### config.mk
export PLATFORM = sky130hd
export DESIGN_NAME = ovw_regs
export DESIGN_NICKNAME = d
export VERILOG_FILES = /design/src/ovw_pkg.sv /design/src/ovw_regs.sv /design/src/ovw_ms_timer.sv
export VERILOG_INCLUDE_DIRS = /design/src
export SDC_FILE = /design/constraint.sdc
export NUM_CORES = 1
export LEC_CHECK = 0
export CORE_MARGIN = 2
export CORE_UTILIZATION = 45
export DETAILED_ROUTE_END_ITERATION = 12
export DONT_BUFFER_PORTS = 1
export SLEW_MARGIN = 20
export SYNTH_ARGS = -nofsm -noshare
export SYNTH_HDL_FRONTEND = slang
export SYNTH_HIERARCHICAL = 1
export SYNTH_SLANG_ARGS = --single-unit
### constraint.sdc
create_clock -name core_clk_i -period 3.35 [get_ports core_clk_i]
set_input_delay 0.67 -clock core_clk_i [delete_from_list [all_inputs] [get_ports core_clk_i]]
set_output_delay 0.67 -clock core_clk_i [all_outputs]
set_load 0.005 [all_outputs]
### src/ovw_defines.svh
`ifndef OVW_DEFINES_SVH
`define OVW_DEFINES_SVH

// Register addresses on the management bus.
`define OVW_ADDR_MODE       8'h20
`define OVW_ADDR_FAULT_ACT  8'h41
`define OVW_ADDR_OV_WARN    8'h42
`define OVW_ADDR_UV_WARN    8'h43

// Field positions.
`define OVW_EXP_MSB         15
`define OVW_EXP_LSB         11
`define OVW_MANT_MSB        10
`define OVW_MANT_LSB        0
`define OVW_MODE_EXP_MSB    2
`define OVW_MODE_EXP_LSB    0

// Reset values.
`define OVW_RST_FAULT_ACT   8'h00
`define OVW_RST_MANT        11'h000
`define OVW_RST_MODE_EXP    3'h0

// Field codes.
`define OVW_RESP_IGNORE     2'h0
`define OVW_RESP_CONTINUE   2'h1
`define OVW_RESP_SHUTDOWN   2'h2
`define OVW_RESP_HOLD       2'h3
`define OVW_RETRY_INFINITE  3'h7

// Timing: clock period and one millisecond, both in picoseconds.
`define OVW_CLK_PERIOD_PS   25000
`define OVW_MS_PS           1000000000
`define OVW_MS_CYCLES       (`OVW_MS_PS / `OVW_CLK_PERIOD_PS)

// First delay is the base doubled per code step.
`define OVW_D1_BASE_MS      12'h00a
`define OVW_D2_MS_0         12'h0fc
`define OVW_D2_MS_1         12'h22e
`define OVW_D2_MS_2         12'h39c
`define OVW_D2_MS_3         12'h4ec
`define OVW_D2_MS_4         12'h63c
`define OVW_D2_MS_5         12'h78c
`define OVW_D2_MS_6         12'h8dc
`define OVW_D2_MS_7         12'ha2c

`endif

### src/ovw_pkg.sv
package ovw_pkg;

    typedef enum logic [4:0] {
        OVW_RUN     = 5'b00001,
        OVW_DELAY1  = 5'b00010,
        OVW_RETRY   = 5'b00100,
        OVW_HOLD    = 5'b01000,
        OVW_LATCHED = 5'b10000
    } ovw_state_t;

    typedef struct packed {
        logic [7:0]  addr;
        logic        wr;
        logic [15:0] wdata;
    } ovw_req_t;

    typedef struct packed {
        logic [1:0] resp;
        logic [2:0] retry;
        logic [2:0] delay;
    } ovw_fault_act_t;

endpackage

### src/ovw_regs.sv
// Overview of operation
// - Delay code picks wait before disabling output.
// - Same code picks spacing between restart attempts.
// - Output above overvoltage threshold raises warning.
// - Output at or below undervoltage threshold warns.
// - Thresholds are mantissa times two to exponent.
// - Threshold top bits read mode register exponent.
// - Host writes eleven-bit mantissa; device uses it.
// - Response field selects ignore, continue, shutdown, hold.
// - Retry count exhausted latches output off.
`timescale 1ns/100ps
`include "ovw_defines.svh"
module ovw_regs #(
    parameter int MS_CYCLES = `OVW_MS_CYCLES
) (
    input  wire logic             core_clk_i,
    input  wire logic             rst_n_i,
    input  wire ovw_pkg::ovw_req_t reg_req_i,
    output logic [15:0]           reg_rdata_o,
    input  wire logic [17:0]      vout_meas_i,
    input  wire logic             ov_fault_i,
    output logic                  ov_warn_o,
    output logic                  uv_warn_o,
    output logic                  out_enable_o,
    output logic                  latched_off_o
);
    ovw_pkg::ovw_fault_act_t act_reg,   act_next;
    logic [10:0]             ov_m_reg,  ov_m_next;
    logic [10:0]             uv_m_reg,  uv_m_next;
    logic [2:0]              exp_reg,   exp_next;
    logic [15:0]             rd_reg,    rd_next;
    ovw_pkg::ovw_state_t     st_reg,    st_next;
    logic [2:0]              used_reg,  used_next;
    logic                    en_reg,    en_next;
    logic                    ovw_reg,   ovw_next;
    logic                    uvw_reg,   uvw_next;
    logic [4:0]              exp_rd;
    logic [2:0]              shamt;
    logic [17:0]             thr_ov;
    logic [17:0]             thr_uv;
    logic [11:0]             d1_ms;
    logic [11:0]             d2_ms;
    logic                    can_retry;
    logic                    t_start;
    logic [11:0]             t_ms;
    logic                    t_done;

    // Register access and read-back.
    always_comb begin
        act_next = act_reg;
        ov_m_next = ov_m_reg;
        uv_m_next = uv_m_reg;
        exp_next = exp_reg;
        if (reg_req_i.wr) begin
            unique case (reg_req_i.addr)
                `OVW_ADDR_MODE:
                    exp_next = reg_req_i.wdata[`OVW_MODE_EXP_MSB:
                                               `OVW_MODE_EXP_LSB];
                `OVW_ADDR_FAULT_ACT:
                    act_next = reg_req_i.wdata[7:0];
                `OVW_ADDR_OV_WARN:
                    ov_m_next = reg_req_i.wdata[`OVW_MANT_MSB:
                                                `OVW_MANT_LSB];
                `OVW_ADDR_UV_WARN:
                    uv_m_next = reg_req_i.wdata[`OVW_MANT_MSB:
                                                `OVW_MANT_LSB];
                default: ;
            endcase
        end
    end

    // The exponent field is read-only and mirrors the mode register.
    assign exp_rd = {{2{exp_reg[2]}}, exp_reg};

    always_comb begin
        rd_next = 16'h0000;
        unique case (reg_req_i.addr)
            `OVW_ADDR_MODE:      rd_next = {13'h0000, exp_reg};
            `OVW_ADDR_FAULT_ACT: rd_next = {8'h00, act_reg};
            `OVW_ADDR_OV_WARN:   rd_next = {exp_rd, ov_m_reg};
            `OVW_ADDR_UV_WARN:   rd_next = {exp_rd, uv_m_reg};
            default:             rd_next = 16'h0000;
        endcase
    end

    // Measurement is in units of two to the minus four, the smallest
    // exponent, so the threshold only ever shifts left.
    assign shamt  = {~exp_reg[2], exp_reg[1:0]};
    assign thr_ov = {7'h00, ov_m_reg} << shamt;
    assign thr_uv = {7'h00, uv_m_reg} << shamt;

    always_comb begin
        ovw_next = vout_meas_i > thr_ov;
        uvw_next = vout_meas_i <= thr_uv;
    end

    // Delay tables.
    assign d1_ms = `OVW_D1_BASE_MS << act_reg.delay;
    always_comb begin
        unique case (act_reg.delay)
            3'h0: d2_ms = `OVW_D2_MS_0;
            3'h1: d2_ms = `OVW_D2_MS_1;
            3'h2: d2_ms = `OVW_D2_MS_2;
            3'h3: d2_ms = `OVW_D2_MS_3;
            3'h4: d2_ms = `OVW_D2_MS_4;
            3'h5: d2_ms = `OVW_D2_MS_5;
            3'h6: d2_ms = `OVW_D2_MS_6;
            3'h7: d2_ms = `OVW_D2_MS_7;
        endcase
    end

    assign can_retry = (act_reg.retry == `OVW_RETRY_INFINITE)
                       || (used_reg < act_reg.retry);

    // Fault response sequencer.
    always_comb begin
        st_next   = st_reg;
        used_next = used_reg;
        en_next   = en_reg;
        t_start   = 1'b0;
        t_ms      = d2_ms;
        unique case (st_reg)
            ovw_pkg::OVW_RUN: begin
                if (ov_fault_i) begin
                    unique case (act_reg.resp)
                        `OVW_RESP_IGNORE: ;
                        `OVW_RESP_CONTINUE: begin
                            st_next = ovw_pkg::OVW_DELAY1;
                            t_start = 1'b1;
                            t_ms    = d1_ms;
                        end
                        `OVW_RESP_SHUTDOWN: begin
                            en_next = 1'b0;
                            t_start = can_retry;
                            st_next = can_retry ? ovw_pkg::OVW_RETRY
                                                : ovw_pkg::OVW_LATCHED;
                        end
                        `OVW_RESP_HOLD: begin
                            en_next = 1'b0;
                            st_next = ovw_pkg::OVW_HOLD;
                        end
                    endcase
                end
            end
            ovw_pkg::OVW_DELAY1: begin
                if (!ov_fault_i) begin
                    st_next = ovw_pkg::OVW_RUN;
                end else if (t_done) begin
                    en_next = 1'b0;
                    t_start = can_retry;
                    st_next = can_retry ? ovw_pkg::OVW_RETRY
                                        : ovw_pkg::OVW_LATCHED;
                end
            end
            ovw_pkg::OVW_RETRY: begin
                if (t_done) begin
                    en_next   = 1'b1;
                    used_next = used_reg + 3'h1;
                    st_next   = ovw_pkg::OVW_RUN;
                end
            end
            ovw_pkg::OVW_HOLD: begin
                if (!ov_fault_i) begin
                    en_next = 1'b1;
                    st_next = ovw_pkg::OVW_RUN;
                end
            end
            ovw_pkg::OVW_LATCHED: begin
                en_next = 1'b0;
            end
            default: begin
                en_next = 1'b0;
                st_next = ovw_pkg::OVW_LATCHED;
            end
        endcase
        // Reprogramming the action starts a fresh retry budget.
        if (reg_req_i.wr && reg_req_i.addr == `OVW_ADDR_FAULT_ACT) begin
            used_next = 3'h0;
        end
    end

    ovw_ms_timer #(
        .MS_CYCLES (MS_CYCLES)
    ) u_timer (
        .core_clk_i (core_clk_i),
        .rst_n_i    (rst_n_i),
        .start_i    (t_start),
        .ms_i       (t_ms),
        .done_o     (t_done)
    );

    always_ff @(posedge core_clk_i or negedge rst_n_i) begin
        if (!rst_n_i) begin
            act_reg  <= `OVW_RST_FAULT_ACT;
            ov_m_reg <= `OVW_RST_MANT;
            uv_m_reg <= `OVW_RST_MANT;
            exp_reg  <= `OVW_RST_MODE_EXP;
            rd_reg   <= 16'h0000;
            st_reg   <= ovw_pkg::OVW_RUN;
            used_reg <= 3'h0;
            en_reg   <= 1'b1;
            ovw_reg  <= 1'b0;
            uvw_reg  <= 1'b0;
        end else begin
            act_reg  <= act_next;
            ov_m_reg <= ov_m_next;
            uv_m_reg <= uv_m_next;
            exp_reg  <= exp_next;
            rd_reg   <= rd_next;
            st_reg   <= st_next;
            used_reg <= used_next;
            en_reg   <= en_next;
            ovw_reg  <= ovw_next;
            uvw_reg  <= uvw_next;
        end
    end

    assign reg_rdata_o   = rd_reg;
    assign out_enable_o  = en_reg;
    assign ov_warn_o     = ovw_reg;
    assign uv_warn_o     = uvw_reg;
    // The state is one-hot, so its top bit is the latched-off flop itself.
    assign latched_off_o = st_reg[4];
endmodule

### src/ovw_ms_timer.sv
`timescale 1ns/100ps
module ovw_ms_timer #(
    parameter int MS_CYCLES = 40000
) (
    input  wire logic        core_clk_i,
    input  wire logic        rst_n_i,
    input  wire logic        start_i,
    input  wire logic [11:0] ms_i,
    output logic             done_o
);
    localparam int PRE_W = $clog2(MS_CYCLES);

    logic [PRE_W-1:0] pre_reg,    pre_next;
    logic [11:0]      ms_reg,     ms_next;
    logic             active_reg, active_next;
    logic             done_reg,   done_next;

    // A new start always restarts the count from zero.
    always_comb begin
        pre_next    = pre_reg;
        ms_next     = ms_reg;
        active_next = active_reg;
        done_next   = 1'b0;
        if (start_i) begin
            pre_next    = '0;
            ms_next     = ms_i;
            active_next = 1'b1;
        end else if (active_reg) begin
            if (pre_reg == PRE_W'(MS_CYCLES - 1)) begin
                pre_next = '0;
                ms_next  = ms_reg - 12'h001;
                if (ms_reg <= 12'h001) begin
                    active_next = 1'b0;
                    done_next   = 1'b1;
                end
            end else begin
                pre_next = pre_reg + PRE_W'(1);
            end
        end
    end

    always_ff @(posedge core_clk_i or negedge rst_n_i) begin
        if (!rst_n_i) begin
            pre_reg    <= '0;
            ms_reg     <= 12'h000;
            active_reg <= 1'b0;
            done_reg   <= 1'b0;
        end else begin
            pre_reg    <= pre_next;
            ms_reg     <= ms_next;
            active_reg <= active_next;
            done_reg   <= done_next;
        end
    end

    assign done_o = done_reg;
endmodule

## After elaboration in Yosys (flattened, before gate mapping)

Memory sizes are Yosys's and may differ from the RTL's.
Cells that the tools add are included.

| word-level totals | value |
|---|---|
| flip-flop bits (word level) | 90 |
| bits in read-only memories | 72 |
| bits of input ports | 46 |
| output and inout port bits | 20 |
| logic and storage cells | 107 |
| memories | 1 |

Memory list:

| name | words | width | rd ports | clocked after memory_dff | wr ports | line | source |
|---|---|---|---|---|---|---|---|
| (name not given) | 8 | 9 | 1 | 0 | 0 | ovw_regs.sv:100 | `unique case (act_reg.delay)` |

| operators by class | value |
|---|---|
| add/subtract/negate cells | 3 |
| order comparisons | 4 |
| equal/unequal tests | 22 |
| shift operators | 3 |
| mux-type cells | 41 |
| bitwise logic cells | 2 |
| reductions and logical operators | 15 |

Operator list:

| operator | number |
|---|---|
| 12-bit two-way mux | 6 |
| 16-bit one-hot mux with 4 select lines | 1 |
| 16-bit two-way mux | 3 |
| 11-bit by 3-bit left shift with 18-bit output | 2 |
| 5-bit two-way mux | 6 |
| 5-bit one-hot mux with 5 select lines | 1 |
| 8-bit by 7-bit == test with 1-bit output (second input constant) | 3 |
| 18-bit greater-than comparator | 1 |
| 18-bit less-or-equal comparator | 1 |
| 1-bit two-way mux | 17 |
| 16-bit by 1-bit adder with 16-bit output (second input constant) | 1 |
| 16-bit == test (second input constant) | 1 |
| 5-bit one-hot mux with 3 select lines | 1 |
| 12-bit by 1-bit less-or-equal comparator with 1-bit output (second input constant) | 1 |
| 2-bit AND reduction | 6 |
| 6-bit AND reduction | 2 |
| 4-bit by 3-bit left shift with 12-bit output (first input constant) | 1 |
| 12-bit by 1-bit subtractor with 12-bit output (second input constant) | 1 |
| 3-bit two-way mux | 3 |
| 8-bit by 6-bit == test with 1-bit output (second input constant) | 1 |
| 2-bit != test (second input constant) | 4 |
| 2-bit nonzero test | 4 |
| 5-bit by 1-bit == test with 1-bit output (second input constant) | 1 |
| 5-bit by 2-bit == test with 1-bit output (second input constant) | 1 |
| 17 further kinds | 21 |

## Depth between registers and ports, before layout

| depth | value |
|---|---|
| depth after elaboration | 7 |
| gate-level depth with buffers | 11 |
| depth with buffers taken out | 10 |

## Hierarchy

The synthesis kept the hierarchy.

By module, submodules not included:

| module | times used | cells each | area an instance (µm²) | sequential area each (µm²) |
|---|---|---|---|---|
| ovw_regs | 1 | 481 | 4525.6 | 1453.9 |
| ovw_ms_timer | 1 | 179 | 1639.1 | 750.7 |

## Worst setup path before layout

Ideal clock, no wire load.

| path | value |
|---|---|
| kind | register -> register |
| from | register st_reg[2] |
| to | register u_timer.pre_reg[14] |
| library setup time | 0.078 ns |
| arrival time | 3.087 ns |
| data required time | 3.272 ns |
| setup slack | 0.185 ns |
| stages on the path, launching flop included | 8 |
| buffers on the path | 0 |
| period minus slack after synthesis | 3.165 ns |
| path through | dfrtp_1 > or3_1 > or3b_2 > a221oi_1 > nor2_1 > or4_1 > or3_1 > a21oi_1 |

| between the ends | value |
|---|---|
| cells in the longest elaborated chain, start to end | 3 |
| elaborated cells on any way between the ends | 5 |
| those cells by class | eq/ne: 2; mux: 2; reduce/logical: 1 |

Ends and longest elaborated chain:

| element | line | source |
|---|---|---|
| from (decl) | ovw_regs.sv:32 | `ovw_pkg::ovw_state_t st_reg, st_next;` |
| from (signal assigned) | ovw_regs.sv:199 | `st_reg <= ovw_pkg::OVW_RUN;` |
| from (signal assigned) | ovw_regs.sv:210 | `st_reg <= st_next;` |
| 5-bit by 2-bit == test with 1-bit output or 5-bit by 1-bit == test with 1-bit output (tied branches) | ovw_regs.sv:122 | `unique case (st_reg)` |
| 1-bit one-hot mux with 2 select lines * | ovw_regs.sv:122 |  |
| via t_start | ovw_regs.sv:44 | `logic t_start;` |
| 16-bit two-way mux or 2-bit nonzero test (tied branches) | n/a |  |
| to (signal assigned) | ovw_ms_timer.sv:49 | `pre_reg <= pre_next;` |
| to (decl) | ovw_ms_timer.sv:13 | `logic [PRE_W-1:0] pre_reg, pre_next;` |

The timed path passes the listed nets; every way through them passes the cells marked *.
A chain may end at the register's enable or synchronous reset.

## Final worst setup path

Same ends and word-level chain as after synthesis.

==> impl_results.md <==
- Mapped Cells: 660
- Core Region: approximately 13000 um^2
- IO Port Bufs: 0
- Hold Vio Cnt, Final: 0
- CTS max path bufs: 2
- Fmax: 317 MHz
- Total Neg Setup Slack: 0 ns
- GR Util All Layers: 21.9%
- Seq/Total Area, Yosys: around 36%
- Crit-path max FO: 6
- CTS clk-pin slew, worst paths: 0.07 ns
- First-pass iteration count of the detailed router: 5
- Most frequent cells in the layout: 86 x dfrtp_1, 66 x nor2_1, 57 x nand2_1
- Async set-reset flop share out of synthesis: 100%
- Worst Max-Slew Pin Slew: ~0.7 ns
- Worst r2r src: st_reg[2]$_DFFE_PN0P_
- DP Wirelength: around 11000 um
- Worst path most repeated cell: or3_1
- Post-synth top area share: 34.9%
- Largest register FFs: 16
- Number of antenna violations at the first check in global routing: 0
- DRC errors left: 0
- Unique masters post-synth: 69
- Clock tree from TritonCTS: yes
- Synthesized area per cell: slightly above 9 um^2
- Die X: 121 um
- Critical path origin: st_reg[2]$_DFFE_PN0P_
- Vias: just over 5000
- Sink Count: 88
- Total CTS buffers: 9
- CP Launch Type: flip-flop
- Detail Route Antenna Nets: 0
- RSZ-0062 raised after global routing: no
- Status: completed
- DR iter-0 viols: 486
- Critical path type: flip-flop to flip-flop
- Die area: ~15000 um^2
- Antenna fix cells: 0
- Nets: approximately 750
- Post-CTS Setup Bufs: 0
- Synth area leaders: dfrtp_1 35%, ha_1 10%, mux2i_1 6.3%, mux2_2 4.9%, nor2_1 4.0%
- Std cell rows: 42
- Slew Viols, Final: 0
- Hold Crit Class: input port to async pin
- CP max stage cell: or4_1
- Vias in the first global route: ~5000
- Clk_lat worst skew: around 0.35 ns
- Synth Flop Type: dfrtp_1
- Share of cells above drive strength 1: about an eighth
- Congestion Overflow GR: 0
- Delay-heaviest family, CP: simple AND/OR/NAND/NOR gates
- Maxcap violations: 0
- Area grow syn2layout: 9.62%
- CTS root buffer: clkbuf_16
- Slew margin rel.: 53.6%
- WP buf/inv: 0
- Die Y: about 120 um
- Final wirelength: roughly 16000 um
- H-tree depth: 3
- Fill count: between 1000 and 1500
- Largest net degree at the start of global routing: 89
- Final Total Pwr: 2.77 mW
- Commonest non-fill, non-tap cell in the layout: dfrtp_1
- Power density of the placed cells: just over 400 nW/um^2
- Crit path time final: 3.16 ns
- Flops & latches, synth: 88
- WP data arrival: about 3.4 ns
- Final period util: 94.2%
- Final setup viols: 0
- Register area: ~2200 um^2
- Global-route wire length before repair: about 25000 um
- CP required: 3.62 ns
- Mapped Nets: 757
- CP peak stage delay: between 0.6 and 0.7 ns
- Area leader, netlist: dfrtp_1
- YS warnings: 6
- Netlist Area Pre-Place: 6160 um^2
- Initial core utilization: a little under half
- Global placement routability congestion: ~0.85
- Number of synthesized flops with an enable pin: 0
- Pleak: about 2.9 nW
- CP endpoint kind: flip-flop
- IO Pins: 66
- Setup Skew: roughly 0.0087 ns
- Multi-input gate area: around 3700 um^2
- Crit-path cells: or3_1 -> or3b_2 -> a221oi_1 -> nor2_1 -> or4_1 -> or3_1 -> a21oi_1
- Post-DR wirelength/cell: between 15 and 20 um
- Peak supply drop: a little under 200 uV
- Vias per cell: slightly above 6
[kinds of logic (layout without fill, tap and decap cells)]
kind of cell    Yosys count  count (layout)  synth area share (%)
flops                    88              88                  35.8
other cells               1               1                0.0608
xor+xnor                 13              13                  1.85
simple gates            237             237                  19.7
buf+inv                  53              54                  3.57
compound gates          141             141                  15.0
mux                      76              76                  13.7
fa+ha+maj                51              51                  10.4
[power breakdown]
group          total (mW)  internal, mW  switching (mW)
clock network        1.19         0.738           0.455
registers            1.20          1.12          0.0780
logic               0.378         0.174           0.204
[final cells by class]
type                       instances  area share (%)
clock buffer                       9            3.33
timing repair buffer              19            2.48
multi-input combinational        519            55.4
inverter                          19            1.06
clock inverter                     7            1.87
sequential                        88            32.6
tap                              176            3.26
[worst reg2reg max path: stages, from the launching register on]
cell and delay [ns]:
dfrtp_1 0.37, or3_1 0.46, or3b_2 0.55, a221oi_1 0.47
nor2_1 0.11, or4_1 0.61, or3_1 0.37, a21oi_1 0.14
[synth_stat cells (11+ instances only)]
master    instances
clkbuf_1         23
nand4_1          18
nor3_1           11
nand3_1          14
ha_1             51
dfrtp_1          86
or3_1            11
inv_1            18
a22oi_1          11
nor2b_1          11
nor2_1           66
mux2i_1          39
o21ai_0          35
nand2_1          58
mux2_2           27
a21oi_1          29
[stage by stage]
stage | setup WS (ns) | std cells | utilization, % | hold slack (ns) | area (um^2)
floorplan | 0.185 | 660 | - | 0.374 | 6160
CTS | 0.200 | 832 | 50.4 | 0.0100 | 6710
global placement | 0.227 | 816 | 47.8 | 0.379 | 6350
finish | 0.194 | 837 | 50.8 | 0.0177 | 6760
detailed placement | 0.226 | 816 | 47.8 | 0.380 | 6350
global route | 0.00865 | 837 | 50.8 | -0.000177 | 6760
[metal layers]
layer | routed length (um) | global-route usage (%)
met5 | 0 | 0
met4 | 129 | 5.60
met3 | 1050 | 5.87
met2 | 7300 | 33.6
met1 | 7560 | 30.7
[worst paths after layout]
| check | to | cells after the start | slack (ns) |
|---|---|---|---|
| setup / recovery | u_timer/pre_reg[14]$_DFFE_PN0P_ | 7 | 0.19 |
| hold / removal | ov_warn_o$_DFF_PN0_ | 0 | 0.02 |
| setup reg to reg | u_timer/pre_reg[14]$_DFFE_PN0P_ | 7 | 0.19 |
| hold reg to reg | out_enable_o$_DFFE_PN1P_ | 2 | 0.52 |
| max in group asynchronous | uv_m_reg[5]$_DFFE_PN0P_ | 1 | 2.08 |
| min in group core_clk_i | act_reg[1]$_DFFE_PN0P_ | 2 | 0.44 |
[timing repair]
action | CTS | global route
endpoints found under the setup margin | 0 | 3
gates resized for setup | 0 | 1
hold endpoints to repair | 0 | 5
hold buffers | 0 | 5
Power figures use the tool's default switching activity.
